`src/ppm_pkg.sv`:
```
// Shared constants and types for the parallel port core.
package ppm_pkg;

  // ************************************
  // Widths and register port addresses
  // ************************************
  localparam int PPM_PORT_W = 8;
  localparam int PPM_NIB_W = 4;
  localparam int PPM_ADDR_W = 2;
  localparam logic [1:0] PPM_ADDR_A = 2'h0;
  localparam logic [1:0] PPM_ADDR_B = 2'h1;
  localparam logic [1:0] PPM_ADDR_C = 2'h2;
  localparam logic [1:0] PPM_ADDR_CW = 2'h3;

  // ************************************
  // Control word fields and values
  // ************************************
  localparam int PPM_CW_FLAG = 7;
  localparam int PPM_CW_MODEA_HI = 6;
  localparam int PPM_CW_MODEA_LO = 5;
  localparam int PPM_CW_ADIR = 4;
  localparam int PPM_CW_CUDIR = 3;
  localparam int PPM_CW_MODEB = 2;
  localparam int PPM_CW_BDIR = 1;
  localparam int PPM_CW_CLDIR = 0;
  localparam int PPM_BSR_SEL_HI = 3;
  localparam int PPM_BSR_SEL_LO = 1;
  localparam int PPM_BSR_VAL = 0;
  localparam logic [1:0] PPM_MODE_BASIC = 2'h0;
  localparam logic [1:0] PPM_MODE_STROBED = 2'h1;
  localparam logic [7:0] PPM_CW_RESET = 8'h9B;
  localparam logic [7:0] PPM_CW_ALL_OUT = 8'h80;
  localparam logic [7:0] PPM_BYTE_ZERO = 8'h00;
  localparam logic [7:0] PPM_ALL_HIGH = 8'hFF;

  // ************************************
  // Port C line positions in strobed input
  // ************************************
  localparam int PPM_PC_A_STB = 4;
  localparam int PPM_PC_A_FULL = 5;
  localparam int PPM_PC_A_IE = 4;
  localparam int PPM_PC_A_IRQ = 3;
  localparam int PPM_PC_B_IE = 2;
  localparam int PPM_PC_B_STB = 2;
  localparam int PPM_PC_B_FULL = 1;
  localparam int PPM_PC_B_IRQ = 0;
  localparam logic [2:0] PPM_BSR_A_IE = 3'h4;
  localparam logic [2:0] PPM_BSR_B_IE = 3'h2;

  // Operating mode of one group as the core serves it.
  typedef enum logic [1:0] {PPM_GM_BASIC, PPM_GM_STROBED_IN, PPM_GM_OTHER} ppm_gmode_e;

endpackage : ppm_pkg

```
`src/ppm_core.sv`:
```
// Parallel port core: control word, ports A, B and C, strobed input.
// What this block does
// RULE1 - Twenty-four lines as three eight-bit ports A, B and C.
// RULE2 - Group one is A plus C7..C4; group two is B plus C3..C0.
// RULE3 - One eight-bit control word sets both group modes when written.
// RULE4 - Flag bit 7 high: bits 6..0 give directions and group modes.
// RULE5 - Flag bit 7 low: bits 3..0 set or clear one C bit only.
// RULE6 - Mode field picks basic, strobed or bidirectional operation; bidirectional and strobed output act as basic here.
// RULE7 - Basic mode moves data straight on each access, no handshake.
// RULE8 - Basic mode: A, B and each C nibble pick direction freely.
// RULE9 - Basic outputs are latched; inputs are read live from the pins.
// RULE10 - Word 80 hex makes every port a basic output.
// RULE11 - 90 hex makes A input, 82 hex B input, 89 hex C inputs.
// RULE12 - Strobed mode handshakes A and B through port C lines; here only a port set as input handshakes.
// RULE13 - Strobed data port is eight bits and its data are latched.
// RULE14 - Strobed input on A leaves lines six and seven general purpose.
// RULE15 - Word with bits 7, 2 and 1 set makes B a strobed input.
// RULE16 - Strobed B gets no spare general port C lines.
// RULE17 - C status: general, A full, A enable, A request, B enable, full, request.
// RULE18 - Buffer full rises once a byte sits in the input latch.
// RULE19 - A enable written through line four, B enable through line two.
// RULE20 - Request bit is high exactly while enable and full are high.
// RULE21 - Status word never shows the strobe line levels.
// RULE22 - Low strobe loads a byte; a host read clears full and request.
// RULE23 - Bit command: bits 3..1 pick the C line, bit 0 its value.
//
// Design decisions made here: the placing of the registers and the strobed register port.
module ppm_core import ppm_pkg::*; (
  // Clock, reset and enable
  input wire logic clk_sys,
  input wire logic nrst,
  input wire logic ce,
  // Register port
  input wire logic [PPM_ADDR_W-1:0] addr,
  input wire logic [7:0] wdata,
  input wire logic wr_en,
  input wire logic rd_en,
  output logic [7:0] rdata,
  // Port A pins
  input wire logic [7:0] pa_in,
  output logic [7:0] pa_out,
  output logic [7:0] pa_oe_n,
  // Port B pins
  input wire logic [7:0] pb_in,
  output logic [7:0] pb_out,
  output logic [7:0] pb_oe_n,
  // Port C pins
  input wire logic [7:0] pc_in,
  output logic [7:0] pc_out,
  output logic [7:0] pc_oe_n
);

  // ************************************
  // Address decode
  // ************************************

  logic hit_a;
  logic hit_b;
  logic hit_c;
  logic hit_cw;
  logic wr_a;
  logic wr_b;
  logic wr_c;
  logic wr_cw;
  logic rd_a;
  logic rd_b;
  logic rd_c;

  // One select per register, qualified by the strobes.
  assign hit_a = addr == PPM_ADDR_A;
  assign hit_b = addr == PPM_ADDR_B;
  assign hit_c = addr == PPM_ADDR_C;
  assign hit_cw = addr == PPM_ADDR_CW;
  assign wr_a = wr_en && hit_a;
  assign wr_b = wr_en && hit_b;
  assign wr_c = wr_en && hit_c;
  assign wr_cw = wr_en && hit_cw;
  assign rd_a = rd_en && hit_a;
  assign rd_b = rd_en && hit_b;
  assign rd_c = rd_en && hit_c;

  // ************************************
  // Control word
  // ************************************

  logic [7:0] cfg;
  logic mode_set;
  logic bsr_hit;
  logic [2:0] bsr_sel;
  logic bsr_val;
  logic a_in;
  logic b_in;
  logic cu_in;
  logic cl_in;
  ppm_gmode_e a_mode;
  ppm_gmode_e b_mode;
  logic a_strobed;
  logic b_strobed;

  // RULE3 decode written word
  ppm_cword u_cword (
    .clk_sys(clk_sys),
    .nrst(nrst),
    .ce(ce),
    .wr_cw(wr_cw),
    .wdata(wdata),
    .cfg(cfg),
    .mode_set(mode_set),
    .bsr_hit(bsr_hit),
    .bsr_sel(bsr_sel),
    .bsr_val(bsr_val),
    .a_in(a_in),
    .b_in(b_in),
    .cu_in(cu_in),
    .cl_in(cl_in),
    .a_mode(a_mode),
    .b_mode(b_mode)
  );

  // Strobed input is the only handshake mode served; others act as basic.
  assign a_strobed = a_mode == PPM_GM_STROBED_IN;
  assign b_strobed = b_mode == PPM_GM_STROBED_IN;

  // ************************************
  // Strobed input channels
  // ************************************

  logic a_strobe_n;
  logic b_strobe_n;
  logic [7:0] a_data;
  logic [7:0] b_data;
  logic a_input_full;
  logic b_input_full;
  logic a_irq_enable;
  logic b_irq_enable;
  logic a_irq_request;
  logic b_irq_request;
  logic a_take;
  logic b_take;
  logic a_ie_wr;
  logic b_ie_wr;

  // RULE12 strobes arrive on port C
  assign a_strobe_n = pc_in[PPM_PC_A_STB];
  assign b_strobe_n = pc_in[PPM_PC_B_STB];
  // RULE22 host read empties latch
  assign a_take = rd_a && a_strobed;
  assign b_take = rd_b && b_strobed;
  // RULE19 enables via line four and two
  assign a_ie_wr = bsr_hit && a_strobed && bsr_sel == PPM_BSR_A_IE;
  assign b_ie_wr = bsr_hit && b_strobed && bsr_sel == PPM_BSR_B_IE;

  // Channel for port A.
  ppm_strobe_chan #(.W(PPM_PORT_W)) u_chan_a (
    .clk_sys(clk_sys),
    .nrst(nrst),
    .ce(ce),
    .enable(a_strobed),
    .strobe_n(a_strobe_n),
    .din(pa_in),
    .rd_take(a_take),
    .ie_wr(a_ie_wr),
    .ie_val(bsr_val),
    .clr(mode_set),
    .data(a_data),
    .full(a_input_full),
    .ie(a_irq_enable),
    .irq(a_irq_request)
  );

  // Channel for port B.
  ppm_strobe_chan #(.W(PPM_PORT_W)) u_chan_b (
    .clk_sys(clk_sys),
    .nrst(nrst),
    .ce(ce),
    .enable(b_strobed),
    .strobe_n(b_strobe_n),
    .din(pb_in),
    .rd_take(b_take),
    .ie_wr(b_ie_wr),
    .ie_val(bsr_val),
    .clr(mode_set),
    .data(b_data),
    .full(b_input_full),
    .ie(b_irq_enable),
    .irq(b_irq_request)
  );

  // ************************************
  // Port C drive, direction and status
  // ************************************

  logic [7:0] pc_latch;
  logic [7:0] next_pc_latch;
  logic [7:0] pc_dir_in;
  logic [7:0] pc_drive;
  logic [7:0] pc_dir;
  logic [7:0] pc_status;

  // RULE2 nibbles follow their group
  assign pc_dir_in = {{PPM_NIB_W{cu_in}}, {PPM_NIB_W{cl_in}}};

  // Port C latch: write, bit command, cleared by a new mode word.
  always_comb begin
    next_pc_latch = pc_latch;
    if (mode_set) begin
      next_pc_latch = PPM_BYTE_ZERO;
    end else if (wr_c) begin
      next_pc_latch = wdata;
    end else if (bsr_hit) begin
      // RULE5 single line changes
      next_pc_latch[bsr_sel] = bsr_val;
    end
  end

  // Handshake lines override the general nibble settings.
  always_comb begin
    pc_drive = pc_latch;
    pc_dir = pc_dir_in;
    // RULE9 live input, latched output
    pc_status = (pc_dir_in & pc_in) | (~pc_dir_in & pc_latch);
    // RULE14 lines six, seven stay general
    if (a_strobed) begin
      pc_drive[PPM_PC_A_FULL] = a_input_full;
      pc_drive[PPM_PC_A_IRQ] = a_irq_request;
      pc_dir[PPM_PC_A_STB] = 1'b1;
      pc_dir[PPM_PC_A_FULL] = 1'b0;
      pc_dir[PPM_PC_A_IRQ] = 1'b0;
      // RULE21 enable hides strobe level
      pc_status[PPM_PC_A_FULL] = a_input_full;
      pc_status[PPM_PC_A_IE] = a_irq_enable;
      pc_status[PPM_PC_A_IRQ] = a_irq_request;
    end
    // RULE16 B takes all three lines
    if (b_strobed) begin
      pc_drive[PPM_PC_B_FULL] = b_input_full;
      pc_drive[PPM_PC_B_IRQ] = b_irq_request;
      pc_dir[PPM_PC_B_STB] = 1'b1;
      pc_dir[PPM_PC_B_FULL] = 1'b0;
      pc_dir[PPM_PC_B_IRQ] = 1'b0;
      // RULE17 status word layout
      pc_status[PPM_PC_B_IE] = b_irq_enable;
      pc_status[PPM_PC_B_FULL] = b_input_full;
      pc_status[PPM_PC_B_IRQ] = b_irq_request;
    end
  end

  // ************************************
  // Ports A and B and read data
  // ************************************

  logic [7:0] next_pa_out;
  logic [7:0] next_pb_out;
  logic [7:0] a_read;
  logic [7:0] b_read;
  logic [7:0] next_rdata;

  // RULE9 output latches hold writes
  assign next_pa_out = mode_set ? PPM_BYTE_ZERO : (wr_a ? wdata : pa_out);
  assign next_pb_out = mode_set ? PPM_BYTE_ZERO : (wr_b ? wdata : pb_out);

  // RULE7 basic read is direct
  assign a_read = a_strobed ? a_data : (a_in ? pa_in : pa_out);
  assign b_read = b_strobed ? b_data : (b_in ? pb_in : pb_out);

  // Control word reads back as zero, being write-only.
  assign next_rdata = hit_a ? a_read : hit_b ? b_read : hit_c ? pc_status : PPM_BYTE_ZERO;

  // RULE1 three eight-bit ports
  always_ff @(posedge clk_sys or negedge nrst) begin
    if (!nrst) begin
      pa_out <= PPM_BYTE_ZERO;
      pb_out <= PPM_BYTE_ZERO;
      pc_latch <= PPM_BYTE_ZERO;
      pc_out <= PPM_BYTE_ZERO;
    end else if (ce) begin
      pa_out <= next_pa_out;
      pb_out <= next_pb_out;
      pc_latch <= next_pc_latch;
      pc_out <= pc_drive;
    end
  end

  // RULE8 independent port directions
  always_ff @(posedge clk_sys or negedge nrst) begin
    if (!nrst) begin
      pa_oe_n <= PPM_ALL_HIGH;
      pb_oe_n <= PPM_ALL_HIGH;
      pc_oe_n <= PPM_ALL_HIGH;
    end else if (ce) begin
      // RULE10 low enable drives pins
      pa_oe_n <= {PPM_PORT_W{a_in}};
      pb_oe_n <= {PPM_PORT_W{b_in}};
      // RULE11 direction bits per port
      pc_oe_n <= pc_dir;
    end
  end

  // Read data register, loaded only by a read strobe.
  always_ff @(posedge clk_sys or negedge nrst) begin
    if (!nrst) begin
      rdata <= PPM_BYTE_ZERO;
    end else if (ce && rd_en) begin
      rdata <= next_rdata;
    end
  end
endmodule : ppm_core

```
`src/ppm_cword.sv`:
```
// Control word register, its decode and the port C bit set/reset command.
module ppm_cword import ppm_pkg::*; (
  // Clock, reset and enable
  input wire logic clk_sys,
  input wire logic nrst,
  input wire logic ce,
  // Control word write
  input wire logic wr_cw,
  input wire logic [7:0] wdata,
  // Decoded configuration
  output logic [7:0] cfg,
  output logic mode_set,
  output logic bsr_hit,
  output logic [2:0] bsr_sel,
  output logic bsr_val,
  output logic a_in,
  output logic b_in,
  output logic cu_in,
  output logic cl_in,
  output ppm_gmode_e a_mode,
  output ppm_gmode_e b_mode
);

  // RULE4 flag selects format
  assign mode_set = wr_cw && wdata[PPM_CW_FLAG];
  // RULE5 bit command format
  assign bsr_hit = wr_cw && !wdata[PPM_CW_FLAG];
  // RULE23 line and value
  assign bsr_sel = wdata[PPM_BSR_SEL_HI:PPM_BSR_SEL_LO];
  assign bsr_val = wdata[PPM_BSR_VAL];

  // RULE3 one word configures
  always_ff @(posedge clk_sys or negedge nrst) begin
    if (!nrst) begin
      cfg <= PPM_CW_RESET;
    end else if (ce && mode_set) begin
      cfg <= wdata;
    end
  end

  // Direction bits: a one makes the port or nibble an input.
  assign a_in = cfg[PPM_CW_ADIR];
  assign b_in = cfg[PPM_CW_BDIR];
  assign cu_in = cfg[PPM_CW_CUDIR];
  assign cl_in = cfg[PPM_CW_CLDIR];

  // RULE6 group mode select
  assign a_mode = (cfg[PPM_CW_MODEA_HI:PPM_CW_MODEA_LO] == PPM_MODE_BASIC) ? PPM_GM_BASIC :
                  (cfg[PPM_CW_MODEA_HI:PPM_CW_MODEA_LO] == PPM_MODE_STROBED && a_in) ?
                  PPM_GM_STROBED_IN : PPM_GM_OTHER;
  // RULE15 port B strobed input
  assign b_mode = !cfg[PPM_CW_MODEB] ? PPM_GM_BASIC : (b_in ? PPM_GM_STROBED_IN : PPM_GM_OTHER);
endmodule : ppm_cword

```
`src/ppm_strobe_chan.sv`:
```
// One strobed input channel: data latch, buffer-full, enable and request.
module ppm_strobe_chan import ppm_pkg::*; #(
  parameter int W = PPM_PORT_W
) (
  // Clock, reset and enable
  input wire logic clk_sys,
  input wire logic nrst,
  input wire logic ce,
  // Peripheral side
  input wire logic enable,
  input wire logic strobe_n,
  input wire logic [W-1:0] din,
  // Host side
  input wire logic rd_take,
  input wire logic ie_wr,
  input wire logic ie_val,
  input wire logic clr,
  output logic [W-1:0] data,
  output logic full,
  output logic ie,
  output logic irq
);

  if (W < 1) begin : g_bad_width
    $error("Channel width must be at least one.");
  end

  logic stb_prev;
  logic capture;
  logic next_full;

  // RULE22 falling strobe loads
  assign capture = enable && stb_prev && !strobe_n;
  // RULE18 set beats read clear
  assign next_full = capture || (full && !rd_take && !clr);
  // RULE20 request is enable and full
  assign irq = ie && full;

  // Strobe history, latch, flag and enable.
  always_ff @(posedge clk_sys or negedge nrst) begin
    if (!nrst) begin
      stb_prev <= 1'b1;
      data <= '0;
      full <= 1'b0;
      ie <= 1'b0;
    end else if (ce) begin
      stb_prev <= strobe_n;
      full <= next_full;
      // RULE13 input data latched
      if (capture) begin
        data <= din;
      end
      // RULE19 enable via bit command
      if (clr) begin
        ie <= 1'b0;
      end else if (ie_wr) begin
        ie <= ie_val;
      end
    end
  end
endmodule : ppm_strobe_chan
```
`config.mk`:
```
export PLATFORM = sky130hd
export DESIGN_NAME = ppm_core
export DESIGN_NICKNAME = d
export VERILOG_FILES = /design/src/ppm_pkg.sv /design/src/ppm_core.sv /design/src/ppm_cword.sv /design/src/ppm_strobe_chan.sv
export SDC_FILE = /design/constraint.sdc
export NUM_CORES = 1
export LEC_CHECK = 0
export BUFFER_PORTS_ARGS = -buffer_cell sky130_fd_sc_hd__buf_2
export CORE_UTILIZATION = 56
export CTS_BUF_LIST = sky130_fd_sc_hd__clkbuf_4 sky130_fd_sc_hd__clkbuf_8
export DETAILED_ROUTE_END_ITERATION = 10
export PLACE_DENSITY = 0.83
export SLEW_MARGIN = 40
export SYNTH_ARGS = -nofsm -noshare
export SYNTH_HDL_FRONTEND = slang
export SYNTH_SLANG_ARGS = --single-unit
```
`constraint.sdc`:
```
create_clock -name clk_sys -period 2.38 [get_ports clk_sys]
set_input_delay 0.238 -clock clk_sys [delete_from_list [all_inputs] [get_ports clk_sys]]
set_output_delay 0.238 -clock clk_sys [all_outputs]
set_load 0.1 [all_outputs]
```
==> impl_metrics.py, run 1 <==
metrics = {
    "clocking": {
        "clock_latency_ps": 360,
        "clkSinkCount": 77,
        "numCtsBuffers": 9,
        "cts_tree": "yes",
        "clock-root-buffer": "clkbuf_8",
        "h-tree-depth": 3,
        "clkSlewWorstSetupHoldPaths_ps": 80,
        "clock_path_buffers": 2,
        "cts_setup_buffers": 0,
    },
    "timing": {
        "hold_viol": 0,
        "setup_violations": 0,
        "hold_ws_ps": 125,
        "period_minus_slack_ps": 1760,
        "tns_ps": 0,
        "period_share_pct": 74.1,
        "maxSlewViolCount": 0,
        "clock_skew_ps": 8.16,
        "worstMarginPinSlew_ps": 685,
        "fmax_mhz": 567,
        "relSlewSlack_pct": 54.3,
        "rsz0062_at_grt": "no",
    },
    "global_route": {
        "grt_pass1_vias": 3190,
        "antenna_found_initial": 0,
        "grt.total_usage_pct": 28.2,
        "grt_max_degree": 78,
        "grt_pass1_wl_um": 16000,
        "grt_overflow": 0,
    },
    "logic_synthesis": {
        "synth_edf_count": 0,
        "async_flop_share_pct": 100,
        "ys_types": 57,
        "synth_nets": 430,
        "synthesis.area_mm2": 0.00407,
        "syn_inst": 391,
        "ys.warnings.count": 0,
        "synth_seq_cells": 77,
        "ys_top_cells_by_area": "dfrtp_1 39%, mux2_2 9.7%, dfstp_2 9.0%",
        "yosysTopAreaCell": "dfrtp_1",
        "synth-seq-area-share_pct": 47.7,
        "synth.top_cell.area_share_pct": 38.7,
        "synth_top_flop_cell": "dfrtp_1",
        "syn_area_per_cell_um2": 10.4,
    },
    "placed_design": {
        "placed_area_mm2": 0.00449,
        "place_hpwl_um": 7260,
        "place.gp.congestion": 0.958,
        "portBuffers": 94,
    },
    "die": {
        "dieArea_mm2": 0.00762,
        "initial_core_util_pct": 59.0,
        "core_mm2": 0.00691,
        "die_width_um": 87.3,
        "ios": 95,
        "die_y_um": 87.3,
        "rows": 30,
    },
    "critical_path": {
        "critPathMaxFanout": 9,
        "arrival_ps": 2010,
        "path_buf_inv": 0,
        "cp.depth": 4,
        "worst_ep_required_time_ps": 2620,
        "critPathTopFamily": "simple AND/OR/NAND/NOR gates",
        "rr_worst_depth": 4,
        "cp_slowest_cell": "dfstp_2",
        "end_kind": "register",
        "path_cells": "and2_4, nand2_2, nor3b_4, mux2_2",
        "cp-start-kind": "register",
        "critPathKind": "reg -> reg",
        "slowest_delay_ps": 530,
    },
    "pwr": {
        "p_leak_nw": 2.26,
        "peakVddDrop_mv": 1.15,
        "powerDensity_mw_per_mm2": 1190,
        "power_mw": 5.65,
    },
    "route": {
        "ant_nets": 0,
        "drtIter0Drc": 314,
        "vias": 3414,
        "drc": 0,
        "dr.pass1.iters": 5,
        "avgRoutedWirePerCell_um": 18.3,
        "drt-total-wl_um": 10300,
        "via_per_inst": 6.04,
    },
    "finish": {
        "final_cell_mix": "93 x buf_2, 63 x dfrtp_1, 38 x nor2_1, 35 x mux2_2, 30 x nand2_1",
        "nFillCells": 585,
        "syn_to_final_growth_pct": 16.5,
        "multi_input_area_mm2": 0.00185,
        "final_common_cell": "buf_2",
        "final-seq-area_mm2": 0.00194,
        "drive_gt1_share_pct": 37.1,
        "fin_area_mm2": 0.00475,
        "nNetsFinal": 503,
        "antenna_cells": 0,
    },
    "worst_hold_path": {
        "hold_path.class": "in -> reg",
        "min_path_cells": 2,
    },
    "flow_run": {
        "cap_violations": 0,
    },
    "status": {
        "run_status": "finished, final reports clean",
    },
}
==> synthesized netlist by cell type (all sizes together), types with 3 or more instances <==
cell type / n
mux2i: 24
nor2: 38
o21ai: 13
nand3b: 4
clkbuf: 8
a31oi: 8
inv: 13
nand2: 31
a21o: 3
nor3b: 5
nand3: 10
a21oi: 15
o211ai: 4
o22ai: 5
a211oi: 5
mux2: 35
nor2b: 3
nand4: 3
nand2b: 5
a211o: 5
dfrtp: 63
a22o: 14
buf: 31
dfstp: 14
==> logic make-up after synthesis <==
logic type	share of synthesized area, %
and+or+nand+nor	14.0
AOI/OAI and AO/OA	15.9
muxes	15.6
DFF	47.7
buffers and inverters	6.79
==> state kept, by name, summed over array words and instances (netlist names) <==
signal and flops:
pa_oe_n 1, pa_out 8, pb_oe_n 1, pb_out 8, pc_latch 8, pc_oe_n 6
pc_out 8, rdata 8, u_chan_a.data 8, u_chan_a.full 1, u_chan_a.ie 1, u_chan_a.stb_prev 1
u_chan_b.data 8, u_chan_b.full 1, u_chan_b.ie 1, u_chan_b.stb_prev 1, u_cword.cfg 7
==> final timing paths <==
path | startpoint | end | slack [ps]
worst min-delay path | pa_in[6] | u_chan_a.data[6] | 130
worst max register to register | u_cword.cfg[1] | u_chan_b.data[5] | 620
worst max-delay path | u_cword.cfg[1] | u_chan_b.data[5] | 620
min in group asynchronous | nrst | u_chan_a.data[3] | 470
worst min register to register | pc_oe_n[3] | pc_oe_n[3] | 480
max in group asynchronous | nrst | u_chan_b.full | 1420
==> where the power goes <==
group | switching (mW) | internal, mW
Sequential | 0.216 | 1.63
Clock | 0.479 | 0.748
Combinational | 2.05 | 0.530
Total | 2.75 | 2.90
==> final cells by class <==
| cell class | instances | area share [%] |
|---|---|---|
| repair buffers | 101 | 11.2 |
| inverters | 13 | 1.03 |
| clock inverters | 4 | 2.00 |
| clock buffers | 12 | 3.22 |
| flip-flops and latches | 77 | 41.0 |
| well taps | 96 | 2.53 |
| multi-input cells | 262 | 39.0 |
==> routing by layer <==
layer	wire (um)	up-vias	global-route usage, %
met3	954	34	6.26
met4	380	0	14.5
met2	4620	202	42.8
li1	-	1551	-
met5	0	-	0
met1	4390	1627	38.1
==> worst register-to-register path, cell delays in order (launching register included) <==
cell and delay, ps:
dfstp_2 530, and2_4 180, nand2_2 80, nor3b_4 470
mux2_2 390
==> through the flow <==
stage	utilization (%)	instances	worst slack (ps)
final	68.7	565	617
after global routing	68.7	565	548
after CTS	68.7	565	608
after detailed placement	65.0	548	611
after floorplan	-	391	659
after global placement	64.9	548	657
==> repair_timing <==
action / 4_1_cts / 5_1_grt
hold buffers: 1 / 0
endpoints found under the setup margin: 0 / 0
hold endpoints to repair: 63 / 0
resized for setup: 0 / 0
Power figures use the tool's default switching activity.
==> run 2: changes to the inputs <==
Settings changed: ABC_AREA from default to 1, CORE_UTILIZATION 56 to 51, PLACE_DENSITY 0.83 to 0.79.
Clock period 2.38 ns to 1.6 ns, I/O delays scaled along.
==> run 2 against run 1 <==
  * Via count rose by 17%
  * Clock-buffer cell count shrank 3
  * Synthesized cell count up 44%
  * Global-route usage increased by 2.0 points
  * Flip-flop and latch count did not move
  * Final cell count increased by 35%
==> impl_metrics.py, run 2 <==
metrics = {
    "logic_synthesis": {
        "synth.top_cell.area_share_pct": 37.8,
        "synth_seq_cells": 77,
        "syn_area_per_cell_um2": 7.42,
        "async_flop_share_pct": 100,
        "synth_most_common_cell": "nand2_1",
        "synth_edf_count": 0,
        "ys_top_cells_by_area": "dfrtp_1 38%, nand2_1 17%, dfstp_2 8.8%",
        "synth_nets": 602,
        "synth-seq-area-share_pct": 46.6,
        "synthesis.area_mm2": 0.00418,
        "ys_top_cells_by_count": "194 x nand2_1, 63 x dfrtp_1, 61 x o21ai_0",
        "ys_types": 28,
        "synth_top_flop_cell": "dfrtp_1",
        "yosysTopAreaCell": "dfrtp_1",
        "syn_inst": 563,
        "ys.warnings.count": 0,
    },
    "route": {
        "avgRoutedWirePerCell_um": 15.7,
        "via_per_inst": 5.24,
        "dr.pass1.iters": 7,
        "drc": 0,
        "drt-total-wl_um": 12000,
        "vias": 4005,
        "ant_nets": 0,
        "drtIter0Drc": 291,
    },
    "timing": {
        "tns_ps": 0,
        "layout_setup_ws_ps": 44.2,
        "period_share_pct": 97.2,
        "fmax_mhz": 643,
        "maxSlewViolCount": 0,
        "period_minus_slack_ps": 1560,
        "relSlewSlack_pct": 66.6,
        "hold_viol": 0,
        "clock_skew_ps": 11.4,
        "worstMarginPinSlew_ps": 505,
        "setup_violations": 0,
    },
    "finish": {
        "final_common_cell": "nand2_1",
        "drive_gt1_share_pct": 24.9,
        "antenna_cells": 0,
        "nNetsFinal": 697,
        "final_cell_mix": "194 x nand2_1, 91 x buf_2, 63 x dfrtp_1, 61 x o21ai_0",
        "syn_to_final_growth_pct": 19.9,
        "fin_area_mm2": 0.00500,
    },
    "pwr": {
        "peakVddDrop_mv": 1.48,
        "p_leak_nw": 2.67,
        "powerDensity_mw_per_mm2": 1680,
    },
    "placed_design": {
        "place.gp.congestion": 0.933,
        "place_hpwl_um": 9060,
        "portBuffers": 94,
        "pre_cts_ws_ps": 55.6,
        "placed_area_mm2": 0.00470,
    },
    "global_route": {
        "grt_pass1_vias": 3840,
        "antenna_found_initial": 0,
        "grt_overflow": 0,
        "grt.total_usage_pct": 30.2,
        "grt_max_degree": 50,
        "grt_pass1_wl_um": 19500,
    },
    "status": {
        "run_status": "finished, final reports clean",
    },
    "flow_run": {
        "cap_violations": 0,
    },
    "clocking": {
        "clkSinkCount": 77,
        "clock-root-buffer": "clkbuf_8",
        "clock_path_buffers": 2,
        "cts_tree": "yes",
        "h-tree-depth": 3,
        "clock_latency_ps": 360,
        "numCtsBuffers": 9,
        "clkSlewWorstSetupHoldPaths_ps": 90,
    },
    "critical_path": {
        "path_cells": "buf_2",
        "critPathMaxFanout": 9,
        "critPathTopFamily": "flip-flops",
        "path_buf_inv": 1,
        "critPathKind": "reg -> out",
        "worst_ep_required_time_ps": 1440,
        "cp-start-kind": "register",
        "end_kind": "output pin",
        "slowest_delay_ps": 600,
        "cp_slowest_cell": "dfstp_2",
        "arrival_ps": 1400,
    },
    "die": {
        "core_mm2": 0.00781,
        "die_width_um": 92.5,
        "initial_core_util_pct": 53.5,
        "die_y_um": 92.5,
        "ios": 95,
        "dieArea_mm2": 0.00855,
        "rows": 32,
    },
    "worst_hold_path": {
        "hold_path.class": "in -> reg",
    },
}
run 2: kinds of logic after synthesis:
| group | share of synthesized area, % |
|---|---|
| and+or+nand+nor | 30.7 |
| buffers and inverters | 10.4 |
| AOI/OAI and AO/OA | 10.8 |
| DFF | 46.6 |
| muxes | 1.62 |
run 2: report_power, final:
group	leakage [nW]	total, mW	switching, mW	internal, mW
registers	0.931	2.81	0.341	2.47
clock network	0.116	1.80	0.761	1.04
logic	1.62	3.80	3.06	0.736
run 2: worst paths after layout:
check                           slack [ps]  cells after the start      startpoint          endpoint
worst max-delay path                    40                      1      pb_oe_n[0]        pb_oe_n[1]
min in group asynchronous              270                      2            nrst         pc_out[2]
worst min-delay path                    40                      2        pb_in[3]  u_chan_b.data[3]
max in group asynchronous              690                      3            nrst    u_cword.cfg[1]
worst max register to register          80                      9  u_cword.cfg[4]       u_chan_a.ie
worst min register to register         470                      2       pc_out[6]         pc_out[6]
run 2: final cells by class:
cell class                 count  area [um2]
fill                         707        2800
sequential                    77        1940
multi-input combinational    396        1800
timing repair buffer         115         667
inverter                      59         221
tap                          102         128
clock buffer                   9         124
clock inverter                 7         123
run 2: metal layers:
layer  GRT usage (%)  vias up  part of all wire, %
met5               0        -                    0
met3            3.78       23                  5.6
met4            13.3        0                  2.7
met1            41.2     1875                   45
met2            48.2      151                   47
li1                -     1956                    -
run 2: repair_timing:
action                     4_1_cts  5_1_grt
buffers inserted                 0        3
setup endpoints to repair        0       18
hold endpoints to repair        18        0
resized for setup                0        3
hold buffers                     1        0
run 2: stage by stage:
stage | std cells | hold WS, ps | utilization [%] | power [mW]
detailed placement | 745 | 116 | 60.3 | 6.59
global route | 765 | 37.9 | 64.1 | 8.79
CTS | 762 | 30.8 | 63.5 | 8.41
finish | 765 | 37.5 | 64.1 | 8.42
floorplan | 563 | -136 | - | 5.91
global placement | 745 | 107 | 60.3 | 6.53
